**src/shared/didt_pkg.sv**
```systemverilog
`default_nettype none
package didt_pkg;
   // ------------------------------------------------------------
   // Word layout
   // ------------------------------------------------------------
   localparam int unsigned IW = 24;
   localparam int unsigned OPC_LSB = 16;
   localparam int unsigned RW = 4;
   localparam int unsigned F_BASE = 12;
   localparam int unsigned F_SRC = 8;
   localparam int unsigned F_DST = 4;
   localparam int unsigned F_SAM = 1;
   localparam int unsigned F_LDST = 3;
   localparam int unsigned F_LIT = 7;
   localparam int unsigned F_AAM = 9;
   localparam int unsigned F_ACC = 19;
   localparam int unsigned F_MM = 15;
   localparam int unsigned F_X = 11;
   localparam int unsigned F_Y = 7;
   localparam int unsigned F_XD = 5;
   localparam int unsigned F_YD = 3;
   localparam int unsigned F_AWB = 1;
   localparam int unsigned FA_W = 13;
   // ------------------------------------------------------------
   // Opcodes and class prefixes
   // ------------------------------------------------------------
   localparam logic [7:0] OP_NOP = 8'h00;
   localparam logic [7:0] OP_RJMP = 8'h01;
   localparam logic [7:0] OP_CJMP = 8'h02;
   localparam logic [7:0] OP_ICALL = 8'h03;
   localparam logic [7:0] OP_IGOTO = 8'h04;
   localparam logic [7:0] OP_TBLRD = 8'h05;
   localparam logic [7:0] OP_TBLWR = 8'h06;
   localparam logic [7:0] OP_RET = 8'h07;
   localparam logic [7:0] OP_IEXIT = 8'h08;
   localparam logic [7:0] OP_CBR = 8'h09;
   localparam logic [7:0] OP_SKIP = 8'h0a;
   localparam logic [7:0] OP_DGOTO = 8'h0b;
   localparam logic [7:0] OP_DCALL = 8'h0c;
   localparam logic [7:0] OP_DMOV = 8'h0d;
   localparam logic [2:0] PFX_DEFAULT_WORKING_REGISTER = 3'h2;
   localparam logic [2:0] PFX_FILE = 3'h3;
   localparam logic [2:0] PFX_LIT = 3'h5;
   localparam logic [3:0] NIB_BITW = 4'h8;
   localparam logic [3:0] NIB_BITF = 4'h9;
   localparam logic [3:0] NIB_MAC = 4'hc;
   localparam logic [3:0] NIB_ACC = 4'hd;
   // ------------------------------------------------------------
   // Multiply operands and prefetch
   // ------------------------------------------------------------
   localparam logic [3:0] MUL_LO = 4'h4;
   localparam logic [3:0] X_LO = 4'h8;
   localparam logic [3:0] Y_LO = 4'ha;
   localparam logic [3:0] PF_OFS_REG = 4'hc;
   localparam logic [3:0] PF_IDX = 4'he;
   localparam logic [3:0] PF_NONE = 4'hf;
   localparam logic [3:0] AWB_REG = 4'hd;
   localparam logic [1:0] AWB_DIRECT = 2'h1;
   localparam logic [1:0] AWB_POSTINC = 2'h2;
   // ------------------------------------------------------------
   // Cycle counts, register map, reset values
   // ------------------------------------------------------------
   localparam logic [1:0] CYC_ONE = 2'h1;
   localparam logic [1:0] CYC_TWO = 2'h2;
   localparam logic [1:0] CYC_THREE = 2'h3;
   localparam logic [1:0] CYC_JUMP = 2'h2;
   localparam logic [1:0] CYC_TABLE = 2'h2;
   localparam logic [1:0] CYC_RET = 2'h3;
   localparam logic [1:0] A_FLAGS = 2'h0;
   localparam logic [1:0] A_CTRL = 2'h1;
   localparam logic [1:0] A_STAT = 2'h2;
   localparam logic CTRL_EN_RST = 1'b1;
   typedef enum logic [1:0] {MD_WORD, MD_BYTE, MD_DWORD, MD_SHADOW}
      didt_mode_t;
   typedef enum logic [2:0] {CL_NOP, CL_CTRL, CL_DEFAULT_WORKING_REGISTER, CL_FILE, CL_BIT,
      CL_LIT, CL_MAC, CL_ACC} didt_cls_t;
   typedef struct packed {
      logic second_sum_clamp_flag;
      logic first_sum_clamp_flag;
      logic second_sum_wrap_flag;
      logic first_sum_wrap_flag;
      logic zero;
      logic signed_wrap_flag;
      logic negative;
      logic half_carry_flag;
      logic carry;
   } didt_flags_t;
   typedef struct packed {
      logic [3:0] areg;
      logic signed [3:0] step;
      logic idx;
      logic none;
   } didt_pf_t;
   typedef struct packed {
      logic [7:0] opcode;
      didt_cls_t cls;
      didt_mode_t mode;
      logic dw;
      logic [3:0] base_source_register;
      logic [3:0] second_source_register;
      logic [2:0] src_amode;
      logic [3:0] result_register;
      logic [2:0] dst_amode;
      logic [12:0] file_addr;
      logic to_default_working_register;
      logic on_file;
      logic [3:0] bit_position_field;
      logic bit_from_reg;
      logic [5:0] literal;
      logic shift_from_reg;
      logic acc_b;
      logic [3:0] mul_a;
      logic [3:0] mul_b;
      logic pair_ok;
      didt_pf_t x_pf;
      didt_pf_t y_pf;
      logic [3:0] x_dest;
      logic [3:0] y_dest;
      logic [1:0] product_writeback_target;
      logic [15:0] ext_word;
   } didt_dec_t;
endpackage
`default_nettype wire

```
**src/hdl/didt_decoder.sv**
```systemverilog
// Summary of operation
// - Each single word is 24 bits with an 8-bit opcode choosing the type.
// - Three opcodes span two words; all others take one word.
// - A two-word instruction is 48 bits; second word has top byte zero.
// - A lone second word executes as a no-operation.
// - One cycle normally; two when a test is true, extra cycle is idle.
// - Jumps, indirect calls, table access and returns take two or three.
// - A taken skip costs two cycles, three over a two-word instruction.
// - Two-word instructions finish in two cycles.
// - Register ops: plain base source, moded second source and result.
// - File ops: file address, result to file or default register.
// - Bit ops: register or file target, bit from literal or register.
// - Literal ops: base plus literal; result field only if not the base.
// - Multiply-sum ops decode accumulator, pair, prefetch and write-back.
// - Other accumulator ops: accumulator, moded operand, shift amount.
// - Write-back target is register 13 direct or post-increment by 2.
// - Bit position field is 4 bits, positions 0 to 15.
// - Word mode by default; byte, double-word or shadow on request.
// - Keeps general flags and four accumulator wrap and clamp flags.
// - Squares pair 4..7 with itself; products use six distinct pairs.
// - X prefetch on 8/9 or 9+12; Y prefetch on 10/11 or 11+12.
//
// Added by the designer: the strobed register port and the address map.
`timescale 1ns/1ns
`default_nettype none
module didt_decoder
   import didt_pkg::*;
(
   input wire logic I_CLK, // Core instruction clock
   input wire logic I_NRST, // Async reset, active low
   input wire logic I_INSTR_VALID, // Word present
   input wire logic [IW-1:0] I_INSTR, // Program word
   input wire logic I_COND, // Condition true
   input wire logic I_FLAG_WE, // Execute flag write
   input wire didt_flags_t I_FLAGS, // Execute flags
   input wire logic [1:0] I_ADDR, // Register address
   input wire logic [15:0] I_WDATA, // Write data
   input wire logic I_WR, // Write strobe
   input wire logic I_RD, // Read strobe
   output logic O_READY, // Word accepted
   output logic O_DEC_VALID, // Decode pulse
   output didt_dec_t O_DEC, // Decoded fields
   output logic O_RETIRE, // Last cycle pulse
   output logic [1:0] O_CYCLES, // Cycles taken
   output logic O_NOP_SLOT, // Idle cycle
   output didt_flags_t O_FLAGS, // Status flags
   output logic [15:0] O_RDATA // Read data
);
   // ------------------------------------------------------------
   // State
   // ------------------------------------------------------------
   typedef enum logic [2:0] {PH_FIRST, PH_SECOND, PH_SKIP, PH_SKIP2,
      PH_PAD} didt_ph_t;
   typedef struct packed {
      didt_ph_t ph;
      logic [1:0] pad;
      logic [1:0] tot;
      logic ready;
      logic dvalid;
      logic retire;
      logic [1:0] cycles;
      logic nop;
      didt_dec_t dec;
      didt_flags_t flags;
      logic en;
      logic err_dw;
      logic err_pair;
      logic [15:0] rdata;
   } didt_st_t;

   didt_st_t s_r;
   didt_st_t s_nxt;
   didt_dec_t d;
   logic take;
   logic [1:0] tot;

   // ------------------------------------------------------------
   // Decode helpers
   // ------------------------------------------------------------
   function automatic didt_pf_t pf_dec(input logic [3:0] c,
                                       input logic [3:0] lo);
      didt_pf_t p;
      logic [2:0] k;
      p = '0;
      k = (c < 4'h7) ? c[2:0] : 3'(c - 4'h7);
      if (c == PF_NONE) begin
         p.none = 1'b1;
      end else if (c == PF_IDX) begin
         p.areg = 4'(lo + 4'h1);
         p.idx = 1'b1;
      end else begin
         p.areg = (c < 4'h7) ? lo : 4'(lo + 4'h1);
         p.step = 4'sh6 - $signed({k, 1'b0});
      end
      return p;
   endfunction

   function automatic didt_dec_t decode(input logic [IW-1:0] w);
      didt_dec_t r;
      logic [7:0] op;
      logic [3:0] mm;
      r = '0;
      op = w[OPC_LSB +: 8];
      mm = w[F_MM +: 4];
      r.opcode = op;
      r.cls = CL_CTRL;
      r.mode = MD_WORD;
      r.dw = (op == OP_DGOTO) || (op == OP_DCALL) || (op == OP_DMOV);
      if (op == OP_NOP) begin
         r.cls = CL_NOP;
      end else if (op[7:5] == PFX_DEFAULT_WORKING_REGISTER) begin
         r.cls = CL_DEFAULT_WORKING_REGISTER;
         r.mode = didt_mode_t'(op[4:3]);
         r.base_source_register = w[F_BASE +: RW];
         r.second_source_register = w[F_SRC +: RW];
         r.src_amode = w[F_SAM +: 3];
         r.result_register = w[F_DST +: RW];
         r.dst_amode = op[2:0];
      end else if (op[7:5] == PFX_FILE) begin
         r.cls = CL_FILE;
         r.mode = didt_mode_t'(op[4:3]);
         r.to_default_working_register = op[2];
         r.file_addr = w[FA_W-1:0];
         r.on_file = 1'b1;
      end else if (op[7:4] == NIB_BITW) begin
         r.cls = CL_BIT;
         r.bit_from_reg = op[3];
         r.second_source_register = w[F_SRC +: RW];
         r.src_amode = w[F_LIT - 2 +: 3];
         if (op[3]) begin
            r.base_source_register = w[F_BASE +: RW];
         end else begin
            r.bit_position_field = w[F_BASE +: RW];
         end
      end else if (op[7:4] == NIB_BITF) begin
         r.cls = CL_BIT;
         r.on_file = 1'b1;
         r.bit_position_field = op[3:0];
         r.file_addr = w[FA_W-1:0];
      end else if (op[7:5] == PFX_LIT) begin
         r.cls = CL_LIT;
         r.mode = didt_mode_t'(op[4:3]);
         r.base_source_register = w[F_BASE +: RW];
         r.literal = {1'b0, w[F_LIT +: 5]};
         if (op[2]) begin
            r.result_register = w[F_LDST +: RW];
            r.dst_amode = w[2:0];
         end else begin
            r.result_register = w[F_BASE +: RW];
         end
      end else if (op[7:4] == NIB_MAC) begin
         r.cls = CL_MAC;
         r.acc_b = w[F_ACC];
         if (mm < 4'h3) begin
            r.mul_a = MUL_LO;
            r.mul_b = 4'(MUL_LO + mm + 4'h1);
            r.pair_ok = 1'b1;
         end else if (mm < 4'h5) begin
            r.mul_a = 4'(MUL_LO + 4'h1);
            r.mul_b = 4'(MUL_LO + mm - 4'h1);
            r.pair_ok = 1'b1;
         end else if (mm == 4'h5) begin
            r.mul_a = 4'(MUL_LO + 4'h2);
            r.mul_b = 4'(MUL_LO + 4'h3);
            r.pair_ok = 1'b1;
         end else if (mm[3:2] == 2'b10) begin
            r.mul_a = 4'(MUL_LO + {2'b00, mm[1:0]});
            r.mul_b = 4'(MUL_LO + {2'b00, mm[1:0]});
            r.pair_ok = 1'b1;
         end
         r.x_pf = pf_dec(w[F_X +: 4], X_LO);
         r.y_pf = pf_dec(w[F_Y +: 4], Y_LO);
         r.x_dest = 4'(MUL_LO + {2'b00, w[F_XD +: 2]});
         r.y_dest = 4'(MUL_LO + {2'b00, w[F_YD +: 2]});
         r.product_writeback_target = w[F_AWB +: 2];
         r.result_register = AWB_REG;
      end else if (op[7:4] == NIB_ACC) begin
         r.cls = CL_ACC;
         r.acc_b = op[3];
         r.shift_from_reg = op[2];
         r.second_source_register = w[F_BASE +: RW];
         r.src_amode = w[F_AAM +: 3];
         if (op[2]) begin
            r.base_source_register = w[RW-1:0];
         end else begin
            r.literal = w[5:0];
         end
      end
      return r;
   endfunction

   // ------------------------------------------------------------
   // Cycle budget of a single-word instruction
   // ------------------------------------------------------------
   always_comb begin
      d = decode(I_INSTR);
      take = I_INSTR_VALID && s_r.ready;
      case (d.opcode)
         OP_RJMP, OP_CJMP, OP_ICALL, OP_IGOTO: tot = CYC_JUMP;
         OP_TBLRD, OP_TBLWR: tot = CYC_TABLE;
         OP_RET, OP_IEXIT: tot = CYC_RET;
         OP_CBR: tot = I_COND ? CYC_TWO : CYC_ONE;
         default: tot = CYC_ONE;
      endcase
   end

   // ------------------------------------------------------------
   // Sequencer and registers
   // ------------------------------------------------------------
   always_comb begin
      s_nxt = s_r;
      s_nxt.dvalid = 1'b0;
      s_nxt.retire = 1'b0;
      s_nxt.nop = 1'b0;
      s_nxt.rdata = '0;
      case (s_r.ph)
         PH_FIRST: begin
            if (take) begin
               s_nxt.dec = d;
               s_nxt.dvalid = 1'b1;
               s_nxt.err_pair = s_r.err_pair ||
                  (d.cls == CL_MAC && !d.pair_ok);
               if (d.dw) begin
                  s_nxt.ph = PH_SECOND;
               end else if (d.opcode == OP_SKIP && I_COND) begin
                  s_nxt.ph = PH_SKIP;
               end else if (tot != CYC_ONE) begin
                  s_nxt.ph = PH_PAD;
                  s_nxt.tot = tot;
                  s_nxt.pad = 2'(tot - CYC_ONE);
               end else begin
                  // zero opcode is a plain idle
                  s_nxt.retire = 1'b1;
                  s_nxt.cycles = CYC_ONE;
               end
            end
         end
         PH_SECOND: begin
            if (take) begin
               // second word ends it in two
               s_nxt.nop = 1'b1;
               s_nxt.retire = 1'b1;
               s_nxt.cycles = CYC_TWO;
               s_nxt.dec.ext_word = I_INSTR[15:0];
               s_nxt.ph = PH_FIRST;
               if (I_INSTR[OPC_LSB +: 8] != 8'h00) begin
                  s_nxt.err_dw = 1'b1;
               end
            end
         end
         PH_SKIP: begin
            if (take) begin
               s_nxt.nop = 1'b1;
               if (d.dw) begin
                  s_nxt.ph = PH_SKIP2;
               end else begin
                  s_nxt.retire = 1'b1;
                  s_nxt.cycles = CYC_TWO;
                  s_nxt.ph = PH_FIRST;
               end
            end
         end
         PH_SKIP2: begin
            if (take) begin
               s_nxt.nop = 1'b1;
               s_nxt.retire = 1'b1;
               s_nxt.cycles = CYC_THREE;
               s_nxt.ph = PH_FIRST;
            end
         end
         PH_PAD: begin
            s_nxt.nop = 1'b1;
            s_nxt.pad = 2'(s_r.pad - 2'h1);
            if (s_r.pad == 2'h1) begin
               s_nxt.retire = 1'b1;
               s_nxt.cycles = s_r.tot;
               s_nxt.ph = PH_FIRST;
            end
         end
         default: s_nxt.ph = PH_FIRST;
      endcase
      // A clear keeps a set of the same cycle, so the set wins
      if (I_WR) begin
         case (I_ADDR)
            A_FLAGS: begin
               s_nxt.flags = {I_WDATA[11:8], I_WDATA[4:0]};
            end
            A_CTRL: s_nxt.en = I_WDATA[0];
            A_STAT: begin
               if (I_WDATA[1]) begin
                  s_nxt.err_dw = (s_r.ph == PH_SECOND) && take &&
                     (I_INSTR[OPC_LSB +: 8] != 8'h00);
               end
               if (I_WDATA[2]) begin
                  s_nxt.err_pair = (s_r.ph == PH_FIRST) && take &&
                     d.cls == CL_MAC && !d.pair_ok;
               end
            end
            default: s_nxt.en = s_r.en;
         endcase
      end
      if (I_FLAG_WE) begin
         s_nxt.flags = I_FLAGS;
      end
      if (I_RD) begin
         case (I_ADDR)
            A_FLAGS: begin
               s_nxt.rdata = {4'h0, s_r.flags[8:5], 3'h0,
                  s_r.flags[4:0]};
            end
            A_CTRL: s_nxt.rdata = {15'h0000, s_r.en};
            A_STAT: begin
               s_nxt.rdata = {13'h0000, s_r.err_pair, s_r.err_dw,
                  s_r.ph != PH_FIRST};
            end
            default: s_nxt.rdata = '0;
         endcase
      end
      // Readiness is registered, so padding stalls the fetch
      s_nxt.ready = s_nxt.en && s_nxt.ph != PH_PAD;
   end

   always_ff @(posedge I_CLK or negedge I_NRST) begin
      if (!I_NRST) begin
         s_r <= '0;
         s_r.en <= CTRL_EN_RST;
      end else begin
         s_r <= s_nxt;
      end
   end

   assign O_READY = s_r.ready;
   assign O_DEC_VALID = s_r.dvalid;
   assign O_DEC = s_r.dec;
   assign O_RETIRE = s_r.retire;
   assign O_CYCLES = s_r.cycles;
   assign O_NOP_SLOT = s_r.nop;
   assign O_FLAGS = s_r.flags;
   assign O_RDATA = s_r.rdata;

   // ------------------------------------------------------------
   // Checks
   // ------------------------------------------------------------
   logic first_take;
   assign first_take = take && s_r.ph == PH_FIRST;

   property p_dw_two;
      @(posedge I_CLK) disable iff (!I_NRST)
      first_take && d.dw |=> s_r.ph == PH_SECOND;
   endproperty
   a_dw_two: assert property (p_dw_two)
      else $error("double word not awaited");

   property p_dw_cyc;
      @(posedge I_CLK) disable iff (!I_NRST)
      s_r.ph == PH_SECOND && take |=> O_RETIRE && O_CYCLES == 2'h2;
   endproperty
   a_dw_cyc: assert property (p_dw_cyc)
      else $error("double word not two cycles");

   property p_second_chk;
      @(posedge I_CLK) disable iff (!I_NRST)
      s_r.ph == PH_SECOND && take && I_INSTR[23:16] != 8'h00
         |=> s_r.err_dw;
   endproperty
   a_second_chk: assert property (p_second_chk)
      else $error("bad second word not flagged");

   property p_lone_nop;
      @(posedge I_CLK) disable iff (!I_NRST)
      first_take && I_INSTR[23:16] == 8'h00
         |=> O_DEC.cls == CL_NOP && O_RETIRE && O_CYCLES == 2'h1;
   endproperty
   a_lone_nop: assert property (p_lone_nop)
      else $error("zero word not idle");

   property p_cbr;
      @(posedge I_CLK) disable iff (!I_NRST)
      first_take && d.opcode == OP_CBR && I_COND
         |=> !O_RETIRE ##1 O_RETIRE && O_NOP_SLOT && O_CYCLES == 2'h2;
   endproperty
   a_cbr: assert property (p_cbr)
      else $error("taken branch not two cycles");

   property p_ret;
      @(posedge I_CLK) disable iff (!I_NRST)
      first_take && d.opcode == OP_RET
         |=> !O_READY [*2] ##1 O_RETIRE && O_CYCLES == 2'h3;
   endproperty
   a_ret: assert property (p_ret)
      else $error("return not three cycles");

   property p_skip1;
      @(posedge I_CLK) disable iff (!I_NRST)
      s_r.ph == PH_SKIP && take && !d.dw
         |=> O_RETIRE && O_NOP_SLOT && O_CYCLES == 2'h2;
   endproperty
   a_skip1: assert property (p_skip1)
      else $error("short skip not two cycles");

   property p_skip2;
      @(posedge I_CLK) disable iff (!I_NRST)
      s_r.ph == PH_SKIP2 && take |=> O_RETIRE && O_CYCLES == 2'h3;
   endproperty
   a_skip2: assert property (p_skip2)
      else $error("long skip not three cycles");

   property p_pair;
      @(posedge I_CLK) disable iff (!I_NRST)
      first_take && d.cls == CL_MAC && I_INSTR[18:15] < 4'h6
         |=> O_DEC.mul_a < O_DEC.mul_b && O_DEC.mul_a >= 4'h4 &&
            O_DEC.mul_b <= 4'h7;
   endproperty
   a_pair: assert property (p_pair)
      else $error("bad multiply pair");

   property p_lit_dst;
      @(posedge I_CLK) disable iff (!I_NRST)
      first_take && d.cls == CL_LIT && !I_INSTR[18]
         |=> O_DEC.result_register == $past(I_INSTR[15:12]);
   endproperty
   a_lit_dst: assert property (p_lit_dst)
      else $error("literal result not base");

   c_dw: cover property (@(posedge I_CLK) disable iff (!I_NRST)
      s_r.ph == PH_SECOND && take);
   c_skip2: cover property (@(posedge I_CLK) disable iff (!I_NRST)
      s_r.ph == PH_SKIP2 && take);
   c_ret: cover property (@(posedge I_CLK) disable iff (!I_NRST)
      first_take && d.opcode == OP_RET);
endmodule // didt_decoder
`default_nettype wire

```
**config.mk**
```make
export PLATFORM = sky130hd
export DESIGN_NAME = didt_decoder
export DESIGN_NICKNAME = d
export VERILOG_FILES = /design/src/shared/didt_pkg.sv /design/src/hdl/didt_decoder.sv
export SDC_FILE = /design/constraint.sdc
export NUM_CORES = 1
export LEC_CHECK = 0
export BUFFER_PORTS_ARGS = -buffer_cell sky130_fd_sc_hd__buf_4
export CAP_MARGIN = 20
export CORE_UTILIZATION = 45
export DETAILED_ROUTE_END_ITERATION = 8
export PLACE_DENSITY = 0.73
export SLEW_MARGIN = 10
export SYNTH_ARGS = -nofsm -noshare
export SYNTH_HDL_FRONTEND = slang
export SYNTH_SLANG_ARGS = --single-unit
```
**constraint.sdc**
```tcl
create_clock -name I_CLK -period 1.7 [get_ports I_CLK]
set_clock_uncertainty 0.2 [all_clocks]
set_input_delay 0.085 -clock I_CLK [delete_from_list [all_inputs] [get_ports I_CLK]]
set_output_delay 0.085 -clock I_CLK [all_outputs]
set_load 0.01 [all_outputs]
```
# Word level (Yosys, flattened, before mapping)
# Cells that the tools add are included.
[word_totals]
reg_bits = 156
input_bits = 58
out_inout_bits = 146
wordCells = 259
[classes]
n_addsub = 12
magnitude_cmp = 4
eq_ne = 46
mux = 110
bitwise = 2
reduce_logical = 32
[op_table]
columns = ["op", "n"]
rows = [
  ["$mux 47", 2],
  ["$mux 85", 1],
  ["$mux 9", 8],
  ["$mux 67", 1],
  ["$mux 4", 16],
  ["$mux 3", 20],
  ["$mux 18", 3],
  ["$mux 52", 1],
  ["$eq 8x4->1 const B", 6],
  ["$mux 41", 1],
  ["$mux 39", 1],
  ["$pmux 12 s3", 1],
  ["$mux 11", 3],
  ["$eq 4x4->1 const B", 8],
  ["$eq 8x3->1 const B", 4],
  ["$mux 16", 2],
  ["$pmux 16 s2", 1],
  ["$mux 7", 4],
  ["$mux 13", 2],
  ["$mux 12", 2],
  ["$mux 1", 22],
  ["$mux 20", 1],
  ["$ne 2x2->1 const B", 10],
  ["$eq 8x2->1 const B", 2],
  ["other kinds (44)", 84],
]

# Longest topological paths before layout
[logic_depth]
depth_word = 21
depth_mapped = 10
depth_no_buf = 9

# Worst setup path after synthesis
# No wires, ideal clock.
[synth_path]
path_type = "input port to flip-flop"
start = "input port I_INSTR[18]"
end = "register s_r[151] (netlist name)"
setup_time_ps = 87
arrival_ps = 1912
required_ps = 1413
setup_slack_ps = -498
path_stages = 9
path_buffers = 2
path_cell_list = "buf_2 > clkbuf_1 > o31ai_1 > nand3_1 > ha_1 > nor4_1 > o21ai_0 > or3b_2 > o211ai_1"
[synth_between]
elab_chain_len = 9
elab_cells_between_ends = 30
classes_between = "add/sub: 1; eq/ne: 17; mux: 6; reduce/logical: 6"
[synth_rtl]
columns = ["element", "line", "text"]
rows = [
  ["from (decl)", "didt_decoder.sv:32", "input wire logic [IW-1:0] I_INSTR,"],
  ["$eq 8x3->1 (tied with other cells)", "didt_decoder.sv:198", "case (d.opcode)"],
  ["$reduce_or 6->1 (no line) / $reduce_or 2->1 (equally long branches)", "--", ""],
  ["$pmux 2 s3", "didt_decoder.sv:198", ""],
  ["$sub 2x1->2", "didt_decoder.sv:230", "s_nxt.pad = 2'(tot - CYC_ONE);"],
  ["$mux 7", "didt_decoder.sv:227", "end else if (tot != CYC_ONE) begin"],
  ["$mux 4", "didt_decoder.sv:225", "end else if (d.opcode == OP_SKIP && I_COND) begin"],
  ["$mux 4", "didt_decoder.sv:223", "if (d.dw) begin"],
  ["$mux 7", "didt_decoder.sv:218", "if (take) begin"],
  ["$pmux 2 s2", "didt_decoder.sv:216", "case (s_r.ph)"],
  ["to (signal assigned)", "didt_decoder.sv:328", "s_r <= s_nxt;"],
  ["to (decl)", "didt_decoder.sv:71", "didt_st_t s_r;"],
]
# Several ways; a longest one is shown, not always the timed one. The select of a mux whose other input is x is not followed.
# A chain may end at the register's enable or synchronous reset.

==> flow_metrics.env <==
export IMPL_drv_slew=0
export IMPL_status="finished, violations left"
export IMPL_drc=0
export IMPL_synthAdderAreaFrac_pct=2.13
export IMPL_overflow=0
export IMPL_grt_pass1_wl_mm=38.0
export IMPL_syn_area_per_cell_um2=9.50
export IMPL_synth_compound_area_share_pct=17.4
export IMPL_antenna_found_initial=0
export IMPL_layout_setup_ws_ps=-152
export IMPL_numCtsBuffers=17
export IMPL_gr_usage_all_layers_pct=28.4
export IMPL_final_cell_count_no_fill=1245
export IMPL_rsz0062_at_grt="true"
export IMPL_first_global_vias=6878
export IMPL_p_comb_share_pct=32.9
export IMPL_vias=6936
export IMPL_path_max_fanout=6
export IMPL_multi_input_area_um2=3600
export IMPL_p_int_mw=8.37
export IMPL_synth_warnings=0
export IMPL_die_h_um=132
export IMPL_cts_max_path_buffers=2
export IMPL_dp_cells=1121
export IMPL_core_um2=16600
export IMPL_arrival_ps=1970
export IMPL_drtIter0Drc=581
export IMPL_synth_xor_area_share_pct=0.687
export IMPL_syn_area_um2=7650
export IMPL_hp_start="I_INSTR[17]"
export IMPL_hold_viol=0
export IMPL_rows=47
export IMPL_holdWs_ps=0.970
export IMPL_pre_cts_slack_ps=-383
export IMPL_drtAntennaViolNets=0
export IMPL_min_delay_path_class="input port to flop"
export IMPL_synth_seq_cells=138
export IMPL_ys_seq_area_share_pct=45.2
export IMPL_via_per_inst=5.57
export IMPL_synth_edf_count=0
export IMPL_seq_area_um2=3460
export IMPL_wire_per_inst_um=20.4
export IMPL_seqPwrFrac_pct=34.6
export IMPL_crit_type="flop to flop"
export IMPL_utilization_pct=68.4
export IMPL_p_total_mw=12.3
export IMPL_violations="negative setup slack"
export IMPL_drv_cap=0
export IMPL_cp_startpoint="s_r[155]"
export IMPL_syn_inst=805
export IMPL_ios=204
export IMPL_dieArea_um2=17500
export IMPL_netlist_cell_type_count=66
export IMPL_fin_nets=1083
export IMPL_finish_instance_area_um2=11300
export IMPL_power_switching_mw=3.89
export IMPL_leakagePower_nw=5.46
export IMPL_fp_dieW_um=132
export IMPL_drt_pass1_iter_count=8
export IMPL_fmax_mhz=540
export IMPL_async_flop_share_pct=100
export IMPL_antenna_cells=0
export IMPL_drive_above_1_share_pct=44.2
export IMPL_nFillCells=1225
export IMPL_cts_tree="built"
export IMPL_pwr_share_clk_pct=32.5
export IMPL_swShare_pct=31.7
export IMPL_pwr_density_cell_nw_per_um2=1080
export IMPL_ir_worst_vdd_uv=853
export IMPL_gp_congestion=0.881
export IMPL_h_tree_depth=4
export IMPL_startpoint_type="flop"
export IMPL_period_needed_ps=1850
export IMPL_grt_max_degree=53
export IMPL_required_ps=1810
export IMPL_worstSkewPairLatency_ps=430
export IMPL_floorplan_initialDensity_pct=46.1
export IMPL_synth_main_ff_cell="dfrtp_1"
export IMPL_clock_sinks=138
export IMPL_synth_mux_area_share_pct=2.52
export IMPL_finalSetupViolCount=90
export IMPL_tns_ps=-6660
export IMPL_r2r_start="s_r[155]"
export IMPL_routed_wl_mm=25.4
export IMPL_numPortBuffers=181
export IMPL_postPlaceCellArea_um2=8910
export IMPL_clkSlewWorstSetupHoldPaths_ps=60
export IMPL_area_delta_synth_final_pct=48.4
export IMPL_yosys_area_share_simple_pct=14.3
export IMPL_clockRootBuffer="clkbuf_16"
export IMPL_synth_top_family_by_area="buffers and inverters"
export IMPL_end_kind="flop"
export IMPL_period_share_pct=109
export IMPL_hpwl_mm=15.3
==> power groups by stage <==
stage	logic, mW	registers [mW]	clock network [mW]
2_1_floorplan	2.01	4.12	0
3_3_place_gp	2.90	4.20	0
3_5_place_dp	2.95	4.22	0
4_1_cts	3.59	4.17	3.99
5_1_grt	4.25	4.30	4.16
6_report	4.03	4.25	3.99
==> final timing paths <==
| check | depth (start not counted) | slack (ps) | endpoint |
|---|---|---|---|
| max | 6 | -150 | O_READY |
| min | 5 | 1 | O_DEC[108] |
| max reg2reg | 6 | -150 | O_READY |
| min reg2reg | 2 | 270 | O_DEC[23] |
| max in group asynchronous | 4 | 250 | O_DEC[107] |
| min in group asynchronous | 3 | 440 | O_DEC[77] |
==> cells in the mapped netlist (3+ instances only) <==
cell type	count	share of area (%)
nor3_1	4	0.26
a22oi_1	13	1.3
o22ai_1	5	0.41
mux2i_1	17	2.2
dfrtp_1	137	45
a21o_1	5	0.49
a221oi_1	6	0.69
nand4_1	3	0.25
o41ai_1	3	0.34
o31ai_1	18	1.8
nand3_1	16	1.0
nand2_1	110	5.4
nand2b_1	8	0.65
o21ai_0	53	3.5
a21oi_1	17	1.1
a22o_1	35	4.0
o211ai_1	8	0.79
clkbuf_1	35	1.7
xor2_1	4	0.46
buf_1	3	0.15
a211oi_1	4	0.39
ha_1	13	2.1
buf_2	8	0.52
inv_1	18	0.88
a31oi_1	7	0.57
nor2_1	38	1.9
a32oi_1	3	0.34
a32o_1	4	0.52
nor2b_1	8	0.65
and2_1	12	0.98
buf_4	144	14
nor4_1	3	0.25
nand3b_1	3	0.29
==> layout by cell type, fill, tap and decap left out, types with 17 or more instances in the layout <==
cell type	n
nand2_1	67
buf_6	18
dfrtp_1	136
dlygate4sd3_1	69
o21ai_0	24
mux2i_1	17
nor2_1	32
a22o_1	35
clkbuf_16	20
buf_4	253
nand2_2	28
==> final cells by class <==
cell class	instances	share of cell area (%)
Clock buffer	22	4.35
Clock inverter	10	1.22
Inverter	19	0.717
Multi-Input combinational cell	471	31.7
Sequential cell	138	30.4
Tap cell	220	2.43
Timing Repair Buffer	365	29.1
==> logic make-up after synthesis <==
| family | count (synthesis) |
|---|---|
| xor+xnor | 6 |
| flops | 138 |
| fa+ha+maj | 13 |
| buf+inv | 211 |
| other cells | 1 |
| compound gates | 191 |
| mux | 19 |
| simple gates | 226 |
==> worst max-delay path, stage by stage, from the launching register on <==
cell,delay [ps]
dfrtp_1,420
nor3_4,300
buf_6,160
nand3_4,160
buf_6,190
o32ai_4,240
nor2b_1,70
==> registers in the layout (all words and copies together) (netlist names) <==
name	flops
O_DEC	104
s_r	10
O_FLAGS	9
O_RDATA	9
O_CYCLES	2
O_DEC_VALID	1
O_NOP_SLOT	1
O_READY	1
O_RETIRE	1
==> metal layers <==
metal,wire (um),vias up,track usage (%)
li1,-,3080,-
met1,9900,3393,35.8
met2,12400,368,46.1
met3,1860,95,4.77
met4,1170,0,16.2
met5,0,-,0
==> timing repair <==
item,4_1_cts,5_1_grt
hold buffers,69,0
gates cloned,6,4
hold endpoints to repair,237,0
gates resized for setup,90,128
setup endpoints to repair,86,105
pin swaps,37,36
buffers inserted,11,7
No activity file was read; power rests on OpenSTA's default activity.
